$ cat config.mk
export PLATFORM = sky130hd
export DESIGN_NAME = stop_reaction
export DESIGN_NICKNAME = d
export VERILOG_FILES = /design/src/stop_pkg.sv /design/src/speed_ramp.sv /design/src/stop_reaction.sv
export SDC_FILE = /design/constraint.sdc
export NUM_CORES = 1
export LEC_CHECK = 0
export ABC_AREA = 1
export BUFFER_PORTS_ARGS = -buffer_cell sky130_fd_sc_hd__clkbuf_2
export CORE_UTILIZATION = 31
export CTS_BUF_LIST = sky130_fd_sc_hd__clkbuf_8 sky130_fd_sc_hd__clkbuf_16
export DETAILED_ROUTE_END_ITERATION = 12
export HOLD_SLACK_MARGIN = 0.05
export SLEW_MARGIN = 10
export SYNTH_ARGS = -nofsm -noshare
export SYNTH_HDL_FRONTEND = slang
export SYNTH_SLANG_ARGS = --single-unit
$ cat constraint.sdc
create_clock -name REF_CLK -period 8.51 [get_ports REF_CLK]
set_input_delay 0 -clock REF_CLK [delete_from_list [all_inputs] [get_ports REF_CLK]]
set_output_delay 0 -clock REF_CLK [all_outputs]
set_load 0.005 [all_outputs]
$ cat src/stop_pkg.sv
package stop_pkg;

	// Bus and datapath widths
	localparam int ADDR_W = 8;
	localparam int DATA_W = 32;
	localparam int SPD_W  = 16;
	localparam int OPT_W  = 4;
	localparam int SRC_N  = 4;

	// Register byte addresses
	localparam logic [ADDR_W-1:0] A_CTRL      = 8'h00;
	localparam logic [ADDR_W-1:0] A_SPEED_REF = 8'h04;
	localparam logic [ADDR_W-1:0] A_ACC_BASE  = 8'h10;
	localparam logic [ADDR_W-1:0] A_DEC_BASE  = 8'h20;
	localparam logic [ADDR_W-1:0] A_QS_OPT    = 8'h30;
	localparam logic [ADDR_W-1:0] A_OFF_OPT   = 8'h34;
	localparam logic [ADDR_W-1:0] A_LEAVE_OPT = 8'h38;
	localparam logic [ADDR_W-1:0] A_FEED_OPT  = 8'h3c;
	localparam logic [ADDR_W-1:0] A_ERR_OPT   = 8'h40;
	localparam logic [ADDR_W-1:0] A_QS_DEC    = 8'h44;
	localparam logic [ADDR_W-1:0] A_STATUS    = 8'h48;
	localparam logic [ADDR_W-1:0] A_SPEED     = 8'h4c;

	// Field positions
	localparam int SRC_LSB    = 0;
	localparam int SRC_W      = 2;
	localparam int ST_CFG_ERR = 0;
	localparam int ST_POWER   = 1;
	localparam int ST_BRAKE   = 2;
	localparam int ST_CURRENT_LIMIT_BRAKE_DISABLE    = 3;
	localparam int ST_STATE   = 8;

	// Stop option codes
	localparam logic [OPT_W-1:0] COAST_DISABLE               = 4'h0;
	localparam logic [OPT_W-1:0] RAMP_BRAKE_DISABLE          = 4'h1;
	localparam logic [OPT_W-1:0] FAST_RAMP_BRAKE_DISABLE     = 4'h2;
	localparam logic [OPT_W-1:0] CURRENT_LIMIT_BRAKE_DISABLE = 4'h3;
	localparam logic [OPT_W-1:0] RESERVED_LOW                = 4'h4;
	localparam logic [OPT_W-1:0] RAMP_BRAKE_HOLD             = 4'h5;
	localparam logic [OPT_W-1:0] FAST_RAMP_BRAKE_HOLD        = 4'h6;
	localparam logic [OPT_W-1:0] CURRENT_LIMIT_BRAKE_HOLD    = 4'h7;
	localparam logic [OPT_W-1:0] RESERVED_HIGH               = 4'h8;

	// Reset values
	localparam logic [OPT_W-1:0] QS_OPT_RST    = FAST_RAMP_BRAKE_DISABLE;
	localparam logic [OPT_W-1:0] OFF_OPT_RST   = RAMP_BRAKE_DISABLE;
	localparam logic [OPT_W-1:0] LEAVE_OPT_RST = RAMP_BRAKE_DISABLE;
	localparam logic [OPT_W-1:0] FEED_OPT_RST  = RAMP_BRAKE_DISABLE;
	localparam logic [OPT_W-1:0] ERR_OPT_RST   = FAST_RAMP_BRAKE_DISABLE;
	localparam logic [SPD_W-1:0] QS_DEC_RST    = 16'h0bb8;
	localparam logic [SPD_W-1:0] ACC_RST       = 16'h0010;
	localparam logic [SPD_W-1:0] DEC_RST       = 16'h0010;

	// Drive states
	typedef enum logic [5:0] {
		ST_READY     = 6'b000001,
		ST_ACTIVE    = 6'b000010,
		ST_QS_BRAKE  = 6'b000100,
		ST_QS_HOLD   = 6'b001000,
		ST_DIS_BRAKE = 6'b010000,
		ST_OFF_BRAKE = 6'b100000
	} drive_state_e;

endpackage

$ cat src/speed_ramp.sv
module speed_ramp #(
	parameter int W = 16
) (
	input  wire logic                REF_CLK,
	input  wire logic                RST_B,
	input  wire logic signed [W-1:0] target,
	input  wire logic        [W-1:0] rate,
	input  wire logic                jump,
	output logic signed      [W-1:0] speed,
	output logic                     at_target
);

	typedef struct packed {
		logic signed [W-1:0] speed;
	} ramp_s;

	ramp_s               s_r;
	ramp_s               s_nxt;
	logic signed [W:0]   diff;
	logic signed [W:0]   rate_x;

	// Distance to target and step size, one bit wider
	assign diff   = (W+1)'(target) - (W+1)'(s_r.speed);
	assign rate_x = (W+1)'({1'b0, rate});

	// Step toward target, never overshooting
	always_comb
	begin
		s_nxt = s_r;
		if (jump)
			s_nxt.speed = target;
		else if (diff > rate_x)
			s_nxt.speed = W'((W+1)'(s_r.speed) + rate_x);
		else if (diff < -rate_x)
			s_nxt.speed = W'((W+1)'(s_r.speed) - rate_x);
		else
			s_nxt.speed = target;
	end

	// State register
	always_ff @(posedge REF_CLK or negedge RST_B)
	begin
		if (!RST_B)
			s_r <= '0;
		else
			s_r <= s_nxt;
	end

	assign speed     = s_r.speed;
	assign at_target = (s_r.speed == target);

endmodule

$ cat src/stop_reaction.sv
// Local design decisions: the register offsets and the strobed register port.
module stop_reaction #(
	parameter int SRC_N = stop_pkg::SRC_N
) (
	input  wire logic                        REF_CLK,
	input  wire logic                        RST_B,
	input  wire logic [stop_pkg::ADDR_W-1:0] ADDR,
	input  wire logic [stop_pkg::DATA_W-1:0] WR_DATA,
	input  wire logic                        WR_STB,
	input  wire logic                        RD_STB,
	output logic      [stop_pkg::DATA_W-1:0] RD_DATA,
	input  wire logic                        START_REQ,
	input  wire logic                        QSTOP_REQ,
	output logic                             POWER_EN,
	output logic                             BRAKE_RELEASE,
	output logic                             CURRENT_LIMIT_BRAKE_DISABLE_ACTIVE,
	output logic                             QSTOP_STATE,
	output logic      [stop_pkg::SPD_W-1:0]  SPEED_OUT
);

	localparam int SW = stop_pkg::SPD_W;
	localparam int OW = stop_pkg::OPT_W;

	////////////////////////////////////////////////////////////////////////
	// Elaboration check

	if (SRC_N < 1 || SRC_N > 4)
	begin : g_bad_src
		$error("SRC_N must be 1 to 4");
	end

	////////////////////////////////////////////////////////////////////////
	// State

	typedef struct packed {
		stop_pkg::drive_state_e          state;
		logic [OW-1:0]                   act_opt;
		logic [stop_pkg::SRC_W-1:0]      src;
		logic [SW-1:0]                   spd_ref;
		logic [SRC_N-1:0][SW-1:0]        acc;
		logic [SRC_N-1:0][SW-1:0]        dec;
		logic [OW-1:0]                   qs_opt;
		logic [OW-1:0]                   off_opt;
		logic [OW-1:0]                   leave_opt;
		logic [OW-1:0]                   feed_opt;
		logic [OW-1:0]                   err_opt;
		logic [SW-1:0]                   qs_dec;
		logic                            cfg_err;
		logic [stop_pkg::DATA_W-1:0]     rdata;
		logic                            qs_s1;
		logic                            qs_s2;
		logic                            run_s1;
		logic                            run_s2;
	} ctl_s;

	ctl_s                  s_r;
	ctl_s                  s_nxt;
	logic signed [SW-1:0]  ramp_target;
	logic        [SW-1:0]  ramp_rate;
	logic                  ramp_jump;
	logic signed [SW-1:0]  speed;
	logic                  at_target;
	logic [SW-1:0]         src_acc;
	logic [SW-1:0]         src_dec;
	logic                  approach;
	logic                  braking;
	logic [OW-1:0]         wr_opt;
	logic                  opt_bad;

	function automatic logic [SW-1:0] mag(input logic signed [SW-1:0] v);
		mag = v[SW-1] ? SW'(-v) : SW'(v);
	endfunction

	////////////////////////////////////////////////////////////////////////
	// Ramp selection

	// Ramp set of the selected source
	assign src_acc  = s_r.acc[s_r.src];
	assign src_dec  = s_r.dec[s_r.src];
	assign approach = (mag(SW'(s_r.spd_ref)) < mag(speed)) ||
		(s_r.spd_ref[SW-1] != speed[SW-1]);
	assign braking  = (s_r.state == stop_pkg::ST_QS_BRAKE) || (s_r.state == stop_pkg::ST_DIS_BRAKE);

	// Target, rate and jump per state; stop ramps only in stop states
	always_comb
	begin
		ramp_target = '0;
		ramp_rate   = src_dec;
		ramp_jump   = 1'b0;
		case (s_r.state)
			stop_pkg::ST_ACTIVE:
			begin
				ramp_target = SW'(s_r.spd_ref);
				ramp_rate   = approach ? src_dec : src_acc;
			end
			stop_pkg::ST_QS_BRAKE, stop_pkg::ST_DIS_BRAKE:
			begin
				case (s_r.act_opt)
					stop_pkg::RAMP_BRAKE_DISABLE, stop_pkg::RAMP_BRAKE_HOLD:
						ramp_rate = src_dec;
					stop_pkg::FAST_RAMP_BRAKE_DISABLE, stop_pkg::FAST_RAMP_BRAKE_HOLD:
						ramp_rate = s_r.qs_dec;
					default:
						ramp_jump = 1'b1;
				endcase
			end
			stop_pkg::ST_OFF_BRAKE:
				ramp_rate = src_dec;
			stop_pkg::ST_QS_HOLD:
				ramp_jump = 1'b1;
			default:
				ramp_jump = 1'b1;
		endcase
	end

	speed_ramp #(
		.W (SW)
	) u_ramp (
		.REF_CLK   (REF_CLK),
		.RST_B     (RST_B),
		.target    (ramp_target),
		.rate      (ramp_rate),
		.jump      (ramp_jump),
		.speed     (speed),
		.at_target (at_target)
	);

	////////////////////////////////////////////////////////////////////////
	// Next state

	// Quick-stop code check on write
	assign wr_opt  = WR_DATA[OW-1:0];
	assign opt_bad = (wr_opt == stop_pkg::RESERVED_LOW) || (wr_opt >= stop_pkg::RESERVED_HIGH);

	// Synchronisers, bus slave and stop sequencer
	always_comb
	begin
		s_nxt        = s_r;
		s_nxt.qs_s1  = QSTOP_REQ;
		s_nxt.qs_s2  = s_r.qs_s1;
		s_nxt.run_s1 = START_REQ;
		s_nxt.run_s2 = s_r.run_s1;

		// Register writes
		if (WR_STB)
		begin
			case (ADDR)
				stop_pkg::A_CTRL:      s_nxt.src = WR_DATA[stop_pkg::SRC_LSB +: stop_pkg::SRC_W];
				stop_pkg::A_SPEED_REF: s_nxt.spd_ref = WR_DATA[SW-1:0];
				stop_pkg::A_QS_OPT:
				begin
					if (opt_bad)
						s_nxt.cfg_err = 1'b1;
					else
						s_nxt.qs_opt = wr_opt;
				end
				stop_pkg::A_OFF_OPT:   s_nxt.off_opt = wr_opt;
				stop_pkg::A_LEAVE_OPT: s_nxt.leave_opt = wr_opt;
				stop_pkg::A_FEED_OPT:  s_nxt.feed_opt = wr_opt;
				stop_pkg::A_ERR_OPT:   s_nxt.err_opt = wr_opt;
				stop_pkg::A_QS_DEC:    s_nxt.qs_dec = WR_DATA[SW-1:0];
				stop_pkg::A_STATUS:
					if (WR_DATA[stop_pkg::ST_CFG_ERR])
						s_nxt.cfg_err = 1'b0;
				default:
				begin
					if (ADDR[7:4] == stop_pkg::A_ACC_BASE[7:4] && 32'(ADDR[3:2]) < SRC_N)
						s_nxt.acc[ADDR[3:2]] = WR_DATA[SW-1:0];
					if (ADDR[7:4] == stop_pkg::A_DEC_BASE[7:4] && 32'(ADDR[3:2]) < SRC_N)
						s_nxt.dec[ADDR[3:2]] = WR_DATA[SW-1:0];
				end
			endcase
		end

		// Register reads, data in the next cycle only
		s_nxt.rdata = '0;
		if (RD_STB)
		begin
			case (ADDR)
				stop_pkg::A_CTRL:      s_nxt.rdata[stop_pkg::SRC_LSB +: stop_pkg::SRC_W] = s_r.src;
				stop_pkg::A_SPEED_REF: s_nxt.rdata[SW-1:0] = s_r.spd_ref;
				stop_pkg::A_QS_OPT:    s_nxt.rdata[OW-1:0] = s_r.qs_opt;
				stop_pkg::A_OFF_OPT:   s_nxt.rdata[OW-1:0] = s_r.off_opt;
				stop_pkg::A_LEAVE_OPT: s_nxt.rdata[OW-1:0] = s_r.leave_opt;
				stop_pkg::A_FEED_OPT:  s_nxt.rdata[OW-1:0] = s_r.feed_opt;
				stop_pkg::A_ERR_OPT:   s_nxt.rdata[OW-1:0] = s_r.err_opt;
				stop_pkg::A_QS_DEC:    s_nxt.rdata[SW-1:0] = s_r.qs_dec;
				stop_pkg::A_STATUS:
				begin
					s_nxt.rdata[stop_pkg::ST_CFG_ERR] = s_r.cfg_err;
					s_nxt.rdata[stop_pkg::ST_POWER]   = POWER_EN;
					s_nxt.rdata[stop_pkg::ST_BRAKE]   = BRAKE_RELEASE;
					s_nxt.rdata[stop_pkg::ST_CURRENT_LIMIT_BRAKE_DISABLE]    = CURRENT_LIMIT_BRAKE_DISABLE_ACTIVE;
					s_nxt.rdata[stop_pkg::ST_STATE +: $bits(stop_pkg::drive_state_e)] = s_r.state;
				end
				stop_pkg::A_SPEED:     s_nxt.rdata[SW-1:0] = speed;
				default:
				begin
					if (ADDR[7:4] == stop_pkg::A_ACC_BASE[7:4] && 32'(ADDR[3:2]) < SRC_N)
						s_nxt.rdata[SW-1:0] = s_r.acc[ADDR[3:2]];
					if (ADDR[7:4] == stop_pkg::A_DEC_BASE[7:4] && 32'(ADDR[3:2]) < SRC_N)
						s_nxt.rdata[SW-1:0] = s_r.dec[ADDR[3:2]];
				end
			endcase
		end

		// Stop sequencer
		case (s_r.state)
			stop_pkg::ST_READY:
				if (s_r.run_s2 && !s_r.qs_s2)
					s_nxt.state = stop_pkg::ST_ACTIVE;
			stop_pkg::ST_ACTIVE:
			begin
				if (s_r.qs_s2)
				begin
					s_nxt.act_opt = s_r.qs_opt;
					if (s_r.qs_opt == stop_pkg::COAST_DISABLE)
						s_nxt.state = stop_pkg::ST_READY;
					else if (s_r.qs_opt >= stop_pkg::RAMP_BRAKE_HOLD)
						s_nxt.state = stop_pkg::ST_QS_BRAKE;
					else
						s_nxt.state = stop_pkg::ST_DIS_BRAKE;
				end
				else if (!s_r.run_s2)
				begin
					if (s_r.off_opt == stop_pkg::COAST_DISABLE)
						s_nxt.state = stop_pkg::ST_READY;
					else
						s_nxt.state = stop_pkg::ST_OFF_BRAKE;
				end
			end
			stop_pkg::ST_QS_BRAKE:
			begin
				if (!s_r.qs_s2)
					s_nxt.state = s_r.run_s2 ? stop_pkg::ST_ACTIVE : stop_pkg::ST_READY;
				else if (at_target)
					s_nxt.state = stop_pkg::ST_QS_HOLD;
			end
			stop_pkg::ST_QS_HOLD:
				if (!s_r.qs_s2)
					s_nxt.state = stop_pkg::ST_READY;
			stop_pkg::ST_DIS_BRAKE, stop_pkg::ST_OFF_BRAKE:
				if (at_target)
					s_nxt.state = stop_pkg::ST_READY;
			default:
				s_nxt.state = stop_pkg::ST_READY;
		endcase
	end

	////////////////////////////////////////////////////////////////////////
	// State register

	always_ff @(posedge REF_CLK or negedge RST_B)
	begin
		if (!RST_B)
		begin
			s_r           <= '0;
			s_r.state     <= stop_pkg::ST_READY;
			s_r.acc       <= {SRC_N{stop_pkg::ACC_RST}};
			s_r.dec       <= {SRC_N{stop_pkg::DEC_RST}};
			s_r.qs_opt    <= stop_pkg::QS_OPT_RST;
			s_r.act_opt   <= stop_pkg::QS_OPT_RST;
			s_r.off_opt   <= stop_pkg::OFF_OPT_RST;
			s_r.leave_opt <= stop_pkg::LEAVE_OPT_RST;
			s_r.feed_opt  <= stop_pkg::FEED_OPT_RST;
			s_r.err_opt   <= stop_pkg::ERR_OPT_RST;
			s_r.qs_dec    <= stop_pkg::QS_DEC_RST;
		end
		else
			s_r <= s_nxt;
	end

	////////////////////////////////////////////////////////////////////////
	// Outputs

	// Brake engages whenever the power stage drops
	assign POWER_EN      = (s_r.state != stop_pkg::ST_READY);
	assign BRAKE_RELEASE = POWER_EN;
	assign CURRENT_LIMIT_BRAKE_DISABLE_ACTIVE   = braking && ramp_jump;
	assign QSTOP_STATE   = braking || (s_r.state == stop_pkg::ST_QS_HOLD);
	assign SPEED_OUT     = speed;
	assign RD_DATA       = s_r.rdata;
endmodule

==> flow_summary.ini, run 1 <==
[run_status]
status = completed

[detailed_routing]
drc = 0
drt_iter0_drc = 1434
detail-route-antenna-nets = 0
viasPerCell = 5.321
vias = 15217
wl_um = 53990
dr.pass1.iters = 6
wl_per_cell_um = 18.88

[placement]
dp_hpwl_um = 40020
gp_congestion = 0.9525
numPortBuffers = 65

[critical_path]
critPathLaunchType = register
path_class = reg2reg
critPathSlowestCell = a21oi_1
crit_arrival_ns = 8.05
cpPeakStageDelay_ns = 0.50
cp_common_cell = a21oi_1
endpoint_kind = register
critPathRequiredTime_ns = 9.01
critPathMaxFanout = 17

[clocking]
ctsRootBufferMaster = clkbuf_16
cts_sinks = 228
clk_latency_ns = 0.58
htree_levels = 1
cts_setup_buffers = 0
cts_tree = done
clk_pin_slew_ns = 0.07
cts_buffers = 27
cts.path.max_buffers = 3

[yosys]
synth_cells = 2145
yosys.cell_types.count = 70
netlist_area_um2 = 16140
synth-seq-cells = 228
synth_edf_count = 0
synthTopCellsByArea = dfrtp_1, nand2_1, ha_1
ys_warn_count = 0
synth_flop_cell = dfrtp_1
synthArstFlopShare_pct = 100.0
synth_top_cell_by_area = dfrtp_1
synth_top_area_share_pct = 31.94
syn_avg_cell_area_um2 = 7.524
ys_seq_area_share_pct = 35.52

[floorplan]
core_um2 = 51410
pin_count = 98
start_util_pct = 31.40
dieWidth_um = 230.2
chipHeight_um = 230.2
die_area_um2 = 52980
rows = 83

[finish]
nets = 2305
final_cell_mix = nand2_1, inv_1, dfrtp_1
post-route-util_pct = 34.87
drive_gt1_share_pct = 9.037
mostFrequentLayoutCell = nand2_1
syn2layout_area_growth_pct = 11.08
n_antenna_cell = 0

[global_routing]
grt_overflow = 0
antenna_found_initial = 0
grt_pass1_wl_um = 84310
grt_pass1_vias = 14343
grt_usage_pct = 20.20
grt_max_degree = 74

[sta]
drv_slew = 0
tightest_slew_ns = 1.081
finClkSkew_ns = 0.01344
setup_tns_ns = 0
hold_viol_final = 0
setup_viol = 0
post-route-period-util_pct = 88.70
fmax_mhz = 132.5
grt_setup_unrepaired = no
layout_min_cycle_time_ns = 7.548
slew_headroom_pct = 27.63

[power_and_ir_drop]
p_leak_nw = 8.427
peakVddDrop_mv = 0.2370
power_density_nw_per_um2 = 279.3

[run]
max_cap_viol_count = 0

[worst_hold_path]
worst_hold_path_type = in2reg
## report_power, final
part	leakage, nW	internal (mW)	total (mW)	switching (mW)
sequential	3.00	1.21	1.32	0.104
clock	0.475	0.682	1.18	0.498
combinational	4.95	0.839	2.51	1.67
total	8.43	2.73	5.01	2.27
## cell families after synthesis
kind of cell | count (synthesis) | share of synthesized area [%]
AOI/OAI and AO/OA | 582 | 21.51
DFF | 228 | 35.52
xor gates and xnor gates | 72 | 3.954
and+or+nand+nor | 813 | 21.67
muxes | 1 | 0.06977
other | 1 | 0.02324
adders and majority gates | 99 | 7.815
buffers and inverters | 349 | 9.435
## layer usage
layer  wire length, µm  GRT usage (%)  vias to the layer above
li1                  -              -                     7264
met1             24520          28.35                     7349
met2             24990          33.32                      532
met3              3265          1.972                       72
met4              1205          4.553                        0
met5                 0              0                        -
## worst paths after layout
path	end	startpoint	cells past startpoint	slack, ns
min in group asynchronous	s_r[67]$_DFFE_PN0P_	RST_B	3	0.48
max in group asynchronous	s_r[49]$_DFFE_PN0P_	RST_B	4	6.67
min reg2reg	s_r[2]$_DFF_PN0_	s_nxt[2]$_DFF_PN0_	0	0.35
min	s_nxt[0]$_DFF_PN0_	START_REQ	2	0.07
max	u_ramp.speed[0]$_DFF_PN0_	u_ramp.speed[1]$_DFF_PN0_	41	0.96
max reg2reg	u_ramp.speed[0]$_DFF_PN0_	u_ramp.speed[1]$_DFF_PN0_	41	0.96
## cells in the mapped netlist (9+ instances only)
cell / count
dfstp_2: 22
nor4_1: 14
xor2_1: 66
o21ai_1: 64
o31ai_1: 11
a221oi_1: 9
buf_2: 35
nand3_2: 10
clkbuf_1: 46
a32o_1: 25
inv_1: 206
dfrtp_1: 206
nor3_1: 47
ha_1: 96
nand2_1: 486
o22ai_1: 19
buf_4: 38
nor2_1: 140
or2_2: 9
a31oi_1: 18
nand4_1: 16
a22oi_1: 33
o211ai_1: 21
a21oi_1: 128
o21ai_0: 198
nor2_2: 9
nand3_1: 62
## registers in the layout (all words and copies together) (netlist names)
name	cells
s_nxt	2
RD_DATA	16
s_r	194
u_ramp.speed	16
## worst max-delay path, delay by kind of cell (launching register included)
kind	cells	cell delay (ns)
and+or+nand+nor	22	3.30
AOI/OAI and AO/OA	9	1.78
adders and majority gates	3	0.90
buffers and inverters	6	0.81
DFF	1	0.49
xor gates and xnor gates	1	0.19
## metrics by stage
step / worst slack [ns] / power, mW / instances / area [µm²] / hold slack, ns
floorplan: 2.730 / 3.134 / 2160 / 16200 / -0.2956
global placement: 1.099 / 3.756 / 2785 / 16770 / 0.05478
detailed placement: 1.049 / 3.806 / 2785 / 16770 / 0.05829
CTS: 1.014 / 5.011 / 2860 / 17930 / 0.05246
global route: 0.2507 / 5.392 / 2860 / 17930 / 0.08558
finish: 0.9617 / 5.008 / 2860 / 17930 / 0.07367
## layout make-up
type	instances	area (µm²)
Clock buffer	32	744.5
Timing Repair Buffer	103	695.7
Fill cell	5362	33480
Tap cell	680	850.8
Sequential cell	228	5734
Inverter	217	815.8
Multi-Input combinational cell	1583	8940
Clock inverter	17	146.4
## timing repair
action	4_1_cts	5_1_grt
hold endpoints to repair	265	0
hold buffers	26	0
resized for setup	0	0
Note: power is estimated with default switching activity, not from simulation.
==> run 2: changes to the inputs <==
Settings changed: CORE_UTILIZATION 31 to 40.
==> run 2 against run 1 <==
Net effect:
- maximum frequency shrank 0.72%
- critical path depth unchanged
- sequential share of layout area rose by 0.28 points
- sequential cell count stayed put
==> flow_summary.ini, run 2 (synthesis results as in run 1) <==
[global_routing]
grt_usage_pct = 26.95
antenna_found_initial = 0
grt_max_degree = 98
grt_pass1_wl_um = 85840
grt_overflow = 0
grt_pass1_vias = 14539

[critical_path]
crit_arrival_ns = 8.08
critPathRequiredTime_ns = 8.98
critPathLaunchType = register
path_class = reg2reg
r2r-start = u_ramp.speed[1]$_DFF_PN0_
timing.rr.end = u_ramp.speed[0]$_DFF_PN0_
cp-endpoint = u_ramp.speed[0]$_DFF_PN0_
r2r_setup_slack_ns = 0.91
critPathSlowestCell = dfrtp_1
cpPeakStageDelay_ns = 0.49
critPathMaxFanout = 17
r2r_cells = 41
endpoint_kind = register
crit_start = u_ramp.speed[1]$_DFF_PN0_

[clocking]
cts_sinks = 228
htree_levels = 1
ctsRootBufferMaster = clkbuf_16
cts_buffers = 28
clk_pin_slew_ns = 0.07
post_cts_resize_count = 0
cts_setup_buffers = 0
cts.path.max_buffers = 3
clk_latency_ns = 0.60
cts_tree = done
cts-hold-fix-buffers = 26

[worst_hold_path]
worst_hold_path_type = in2async

[finish]
regMostFlops = s_r
largest_register_ffs = 194
final_cell_mix = nand2_1, inv_1, dfrtp_1
nets = 2309
drive_gt1_share_pct = 9.203
mostFrequentLayoutCell = nand2_1
post-route-util_pct = 44.72
stdcell_count = 2709
stdcell_area_um2 = 17770
syn2layout_area_growth_pct = 10.10
n_antenna_cell = 0

[floorplan]
core_um2 = 39730
chipHeight_um = 202.9
dieWidth_um = 202.9
rows = 73
die_area_um2 = 41160
pin_count = 98
start_util_pct = 40.62

[detailed_routing]
wl_um = 55120
viasPerCell = 5.671
wl_per_cell_um = 20.35
dr.pass1.iters = 8
drt_iter0_drc = 1402
drc = 0
vias = 15362
detail-route-antenna-nets = 0

[sta]
setup_tns_ns = 0
grt_setup_unrepaired = no
slew_headroom_pct = 29.89
layout_min_cycle_time_ns = 7.603
hold_ws_ns = 0.02701
setup_viol = 0
drv_slew = 0
tightest_slew_ns = 1.049
finClkSkew_ns = 0.06189
hold_viol_final = 0
post-route-period-util_pct = 89.35
fmax_mhz = 131.5

[placement]
placedCellCount = 2633
dp_hpwl_um = 40030
gp_congestion = 0.9051
place_area_um2 = 16590
numPortBuffers = 65

[power_and_ir_drop]
p_leak_nw = 8.435
peakVddDrop_mv = 0.1663
power_density_nw_per_um2 = 282.5

[run_status]
status = completed

[run]
max_cap_viol_count = 0
## run 2: worst min-delay path by stage
stage | startpoint | end | cells past startpoint
after floorplan | RST_B | RD_DATA[0]$_DFF_PN0_ | 0
after global placement | RST_B | RD_DATA[5]$_DFF_PN0_ | 1
after detailed placement | RST_B | RD_DATA[4]$_DFF_PN0_ | 1
after CTS | RST_B | RD_DATA[4]$_DFF_PN0_ | 2
after global routing | START_REQ | s_nxt[0]$_DFF_PN0_ | 2
final | RST_B | RD_DATA[4]$_DFF_PN0_ | 2
## run 2: final cells by class
type / count / area [µm²]
timing repair buffer: 106 / 708.2
clock buffer: 31 / 742.0
tap: 525 / 656.9
inverter: 217 / 815.8
clock inverter: 19 / 172.7
multi-input combinational: 1583 / 8940
fill: 4052 / 21960
sequential: 228 / 5734
## run 2: layer usage
| metal | vias to the layer above | global-route usage [%] | routed length, µm |
|---|---|---|---|
| met5 | - | 0 | 0 |
| met4 | 0 | 8.808 | 1705 |
| met3 | 105 | 3.884 | 4058 |
| met2 | 642 | 42.34 | 24520 |
| met1 | 7333 | 37.99 | 24830 |
| li1 | 7282 | - | - |
## run 2: metrics by stage
stage | power, mW | worst slack (ns)
global placement | 3.764 | 1.136
finish | 5.020 | 0.9066
CTS | 5.019 | 1.038
floorplan | 3.134 | 2.730
global route | 5.431 | 0.1106
detailed placement | 3.803 | 1.069
## run 2: critical path: cells and delay by family, from the launching register on
family	cells	cell delay, ns
compound gates	8	1.71
xor+xnor	1	0.16
fa+ha+maj	3	0.90
buf+inv	7	0.89
flops	1	0.49
simple gates	22	3.33
## run 2: where the power goes
group          internal, mW  switching, mW  leakage [nW]
Sequential             1.21          0.107          3.00
Combinational         0.838           1.68          4.96
Clock                 0.687          0.499         0.473
==> run 3: changes to the inputs <==
Settings changed: CAP_MARGIN set to 0, SLEW_MARGIN 10 to unset.
Clock period 8.51 ns to 7.3 ns, I/O delays scaled along.
==> run 3 against run 2 <==
Net effect:
- setup slack worse by 0.33 ns
- core utilization up 0.46 points
- register-to-register slack worse by 0.33 ns
==> flow_summary.ini, run 3 (synthesis results as in run 1) <==
[global_routing]
grt_pass1_wl_um = 86450
grt_overflow = 0
grt_usage_pct = 27.08
antenna_found_initial = 1
grt_pass1_vias = 14625
grt_max_degree = 95

[finish]
syn2layout_area_growth_pct = 11.23
largest_register_ffs = 194
drive_gt1_share_pct = 9.986
n_antenna_cell = 0
seq_area_um2 = 5736
multiInputGateArea_um2 = 8962
nFillCells = 4044
post-route-util_pct = 45.18
nets = 2326
regMostFlops = s_r
mostFrequentLayoutCell = nand2_1
final_cell_mix = nand2_1, inv_1, dfrtp_1

[sta]
hold_viol_final = 0
tightest_slew_ns = 1.337
layout_min_cycle_time_ns = 6.724
drv_slew = 0
setup_viol = 0
post-route-period-util_pct = 92.10
setup_slack_ns = 0.5764
slew_headroom_pct = 10.54
hold_ws_ns = 0.02419
fmax_mhz = 148.7
finClkSkew_ns = 0.01477

[placement]
dp_slack_ns = 0.3575
numPortBuffers = 65
gp_congestion = 0.9195
dp_hpwl_um = 40410

[run]
max_cap_viol_count = 0

[clocking]
cts_sinks = 228
cts.path.max_buffers = 3
cts_buffers = 28
ctsRootBufferMaster = clkbuf_16
htree_levels = 1
clk_pin_slew_ns = 0.06
cts_tree = done
clk_latency_ns = 0.58

[critical_path]
path_class = reg2reg
cpPeakStageDelay_ns = 0.49
critPathRequiredTime_ns = 7.76
cp_common_cell = nand2_1
endpoint_kind = register
critPathLaunchType = register
critPathSlowestCell = dfrtp_2
crit_arrival_ns = 7.18
critPathMaxFanout = 16

[detailed_routing]
drc = 0
drt_iter0_drc = 1474
wl_um = 55740
detail-route-antenna-nets = 0
viasPerCell = 5.653
vias = 15422
dr.pass1.iters = 5
wl_per_cell_um = 20.43

[power_and_ir_drop]
p_leak_nw = 8.546
peakVddDrop_mv = 0.2372
power_density_nw_per_um2 = 334.7

[floorplan]
die_area_um2 = 41160
rows = 73
core_um2 = 39730
chipHeight_um = 202.9
pin_count = 98
dieWidth_um = 202.9
start_util_pct = 40.62

[run_status]
status = completed

[worst_hold_path]
worst_hold_path_type = in2async
-- run 3: changes by cell type in the layout (fill, tap and decap cells not counted), moves of 2 or more --
cell	before	now
buf_4	15	28
dlygate4sd3_1	26	29
inv_1	214	217
clkbuf_8	3	5
clkinv_2	5	3
nor3_1	47	45
-- run 3: metrics by stage --
step	area, µm²	instances	power [mW]	setup TNS (ns)
final	17950	2728	6.009	0
after global routing	17950	2728	6.475	-0.01307
after CTS	17910	2726	5.930	0
after detailed placement	16680	2645	4.503	0
after global placement	16680	2645	4.459	0
after floorplan	16200	2160	3.653	0
-- run 3: timing repair --
action | in CTS | in global routing
hold endpoints to repair | 274 | 0
setup endpoints to repair | 0 | 16
gates resized for setup | 0 | 10
hold buffers | 29 | 0
buffers inserted | 0 | 2
-- run 3: layout make-up --
| cell class | instances | share of cell area (%) |
|---|---|---|
| sequential | 228 | 31.95 |
| tap | 525 | 3.659 |
| multi-input combinational | 1583 | 49.92 |
| clock buffer | 33 | 4.286 |
| clock inverter | 19 | 0.8991 |
| inverter | 217 | 4.565 |
| timing repair buffer | 123 | 4.718 |
-- run 3: critical path, delay by kind of cell, from the launching register on --
family,cells,cell delay [ns]
AND/OR/NAND/NOR,21,2.55
AO/OA/AOI/OAI,7,1.03
adder cells (fa/ha/maj),4,1.02
flip-flops,1,0.49
buffers and inverters,8,1.29
XOR/XNOR,1,0.18
-- run 3: final timing paths --
check                                          start                         end  slack (ns)  cells after the start
hold / removal                                 RST_B        RD_DATA[6]$_DFF_PN0_        0.02                      2
setup / recovery           u_ramp.speed[1]$_DFF_PN0_  u_ramp.speed[10]$_DFF_PN0_        0.58                     41
min in group REF_CLK                       QSTOP_REQ          s_nxt[2]$_DFF_PN0_        0.07                      2
setup reg to reg           u_ramp.speed[1]$_DFF_PN0_  u_ramp.speed[10]$_DFF_PN0_        0.58                     41
max in group asynchronous                      RST_B   u_ramp.speed[1]$_DFF_PN0_        5.81                      3
hold reg to reg                   s_nxt[2]$_DFF_PN0_            s_r[2]$_DFF_PN0_        0.35                      0
-- run 3: per-layer routing --
metal	track usage, %	wire (µm)	vias up
met3	3.339	3765	99
met5	0	0	-
met4	9.345	1769	0
li1	-	-	7324
met1	38.42	25350	7411
met2	42.43	24850	588
-- run 3: report_power, final --
part / switching, mW / total, mW / leakage (nW) / internal (mW)
Clock: 0.569 / 1.39 / 0.497 / 0.819
Combinational: 2.02 / 3.08 / 5.05 / 1.06
Sequential: 0.123 / 1.54 / 3.00 / 1.41
Total: 2.72 / 6.01 / 8.55 / 3.29
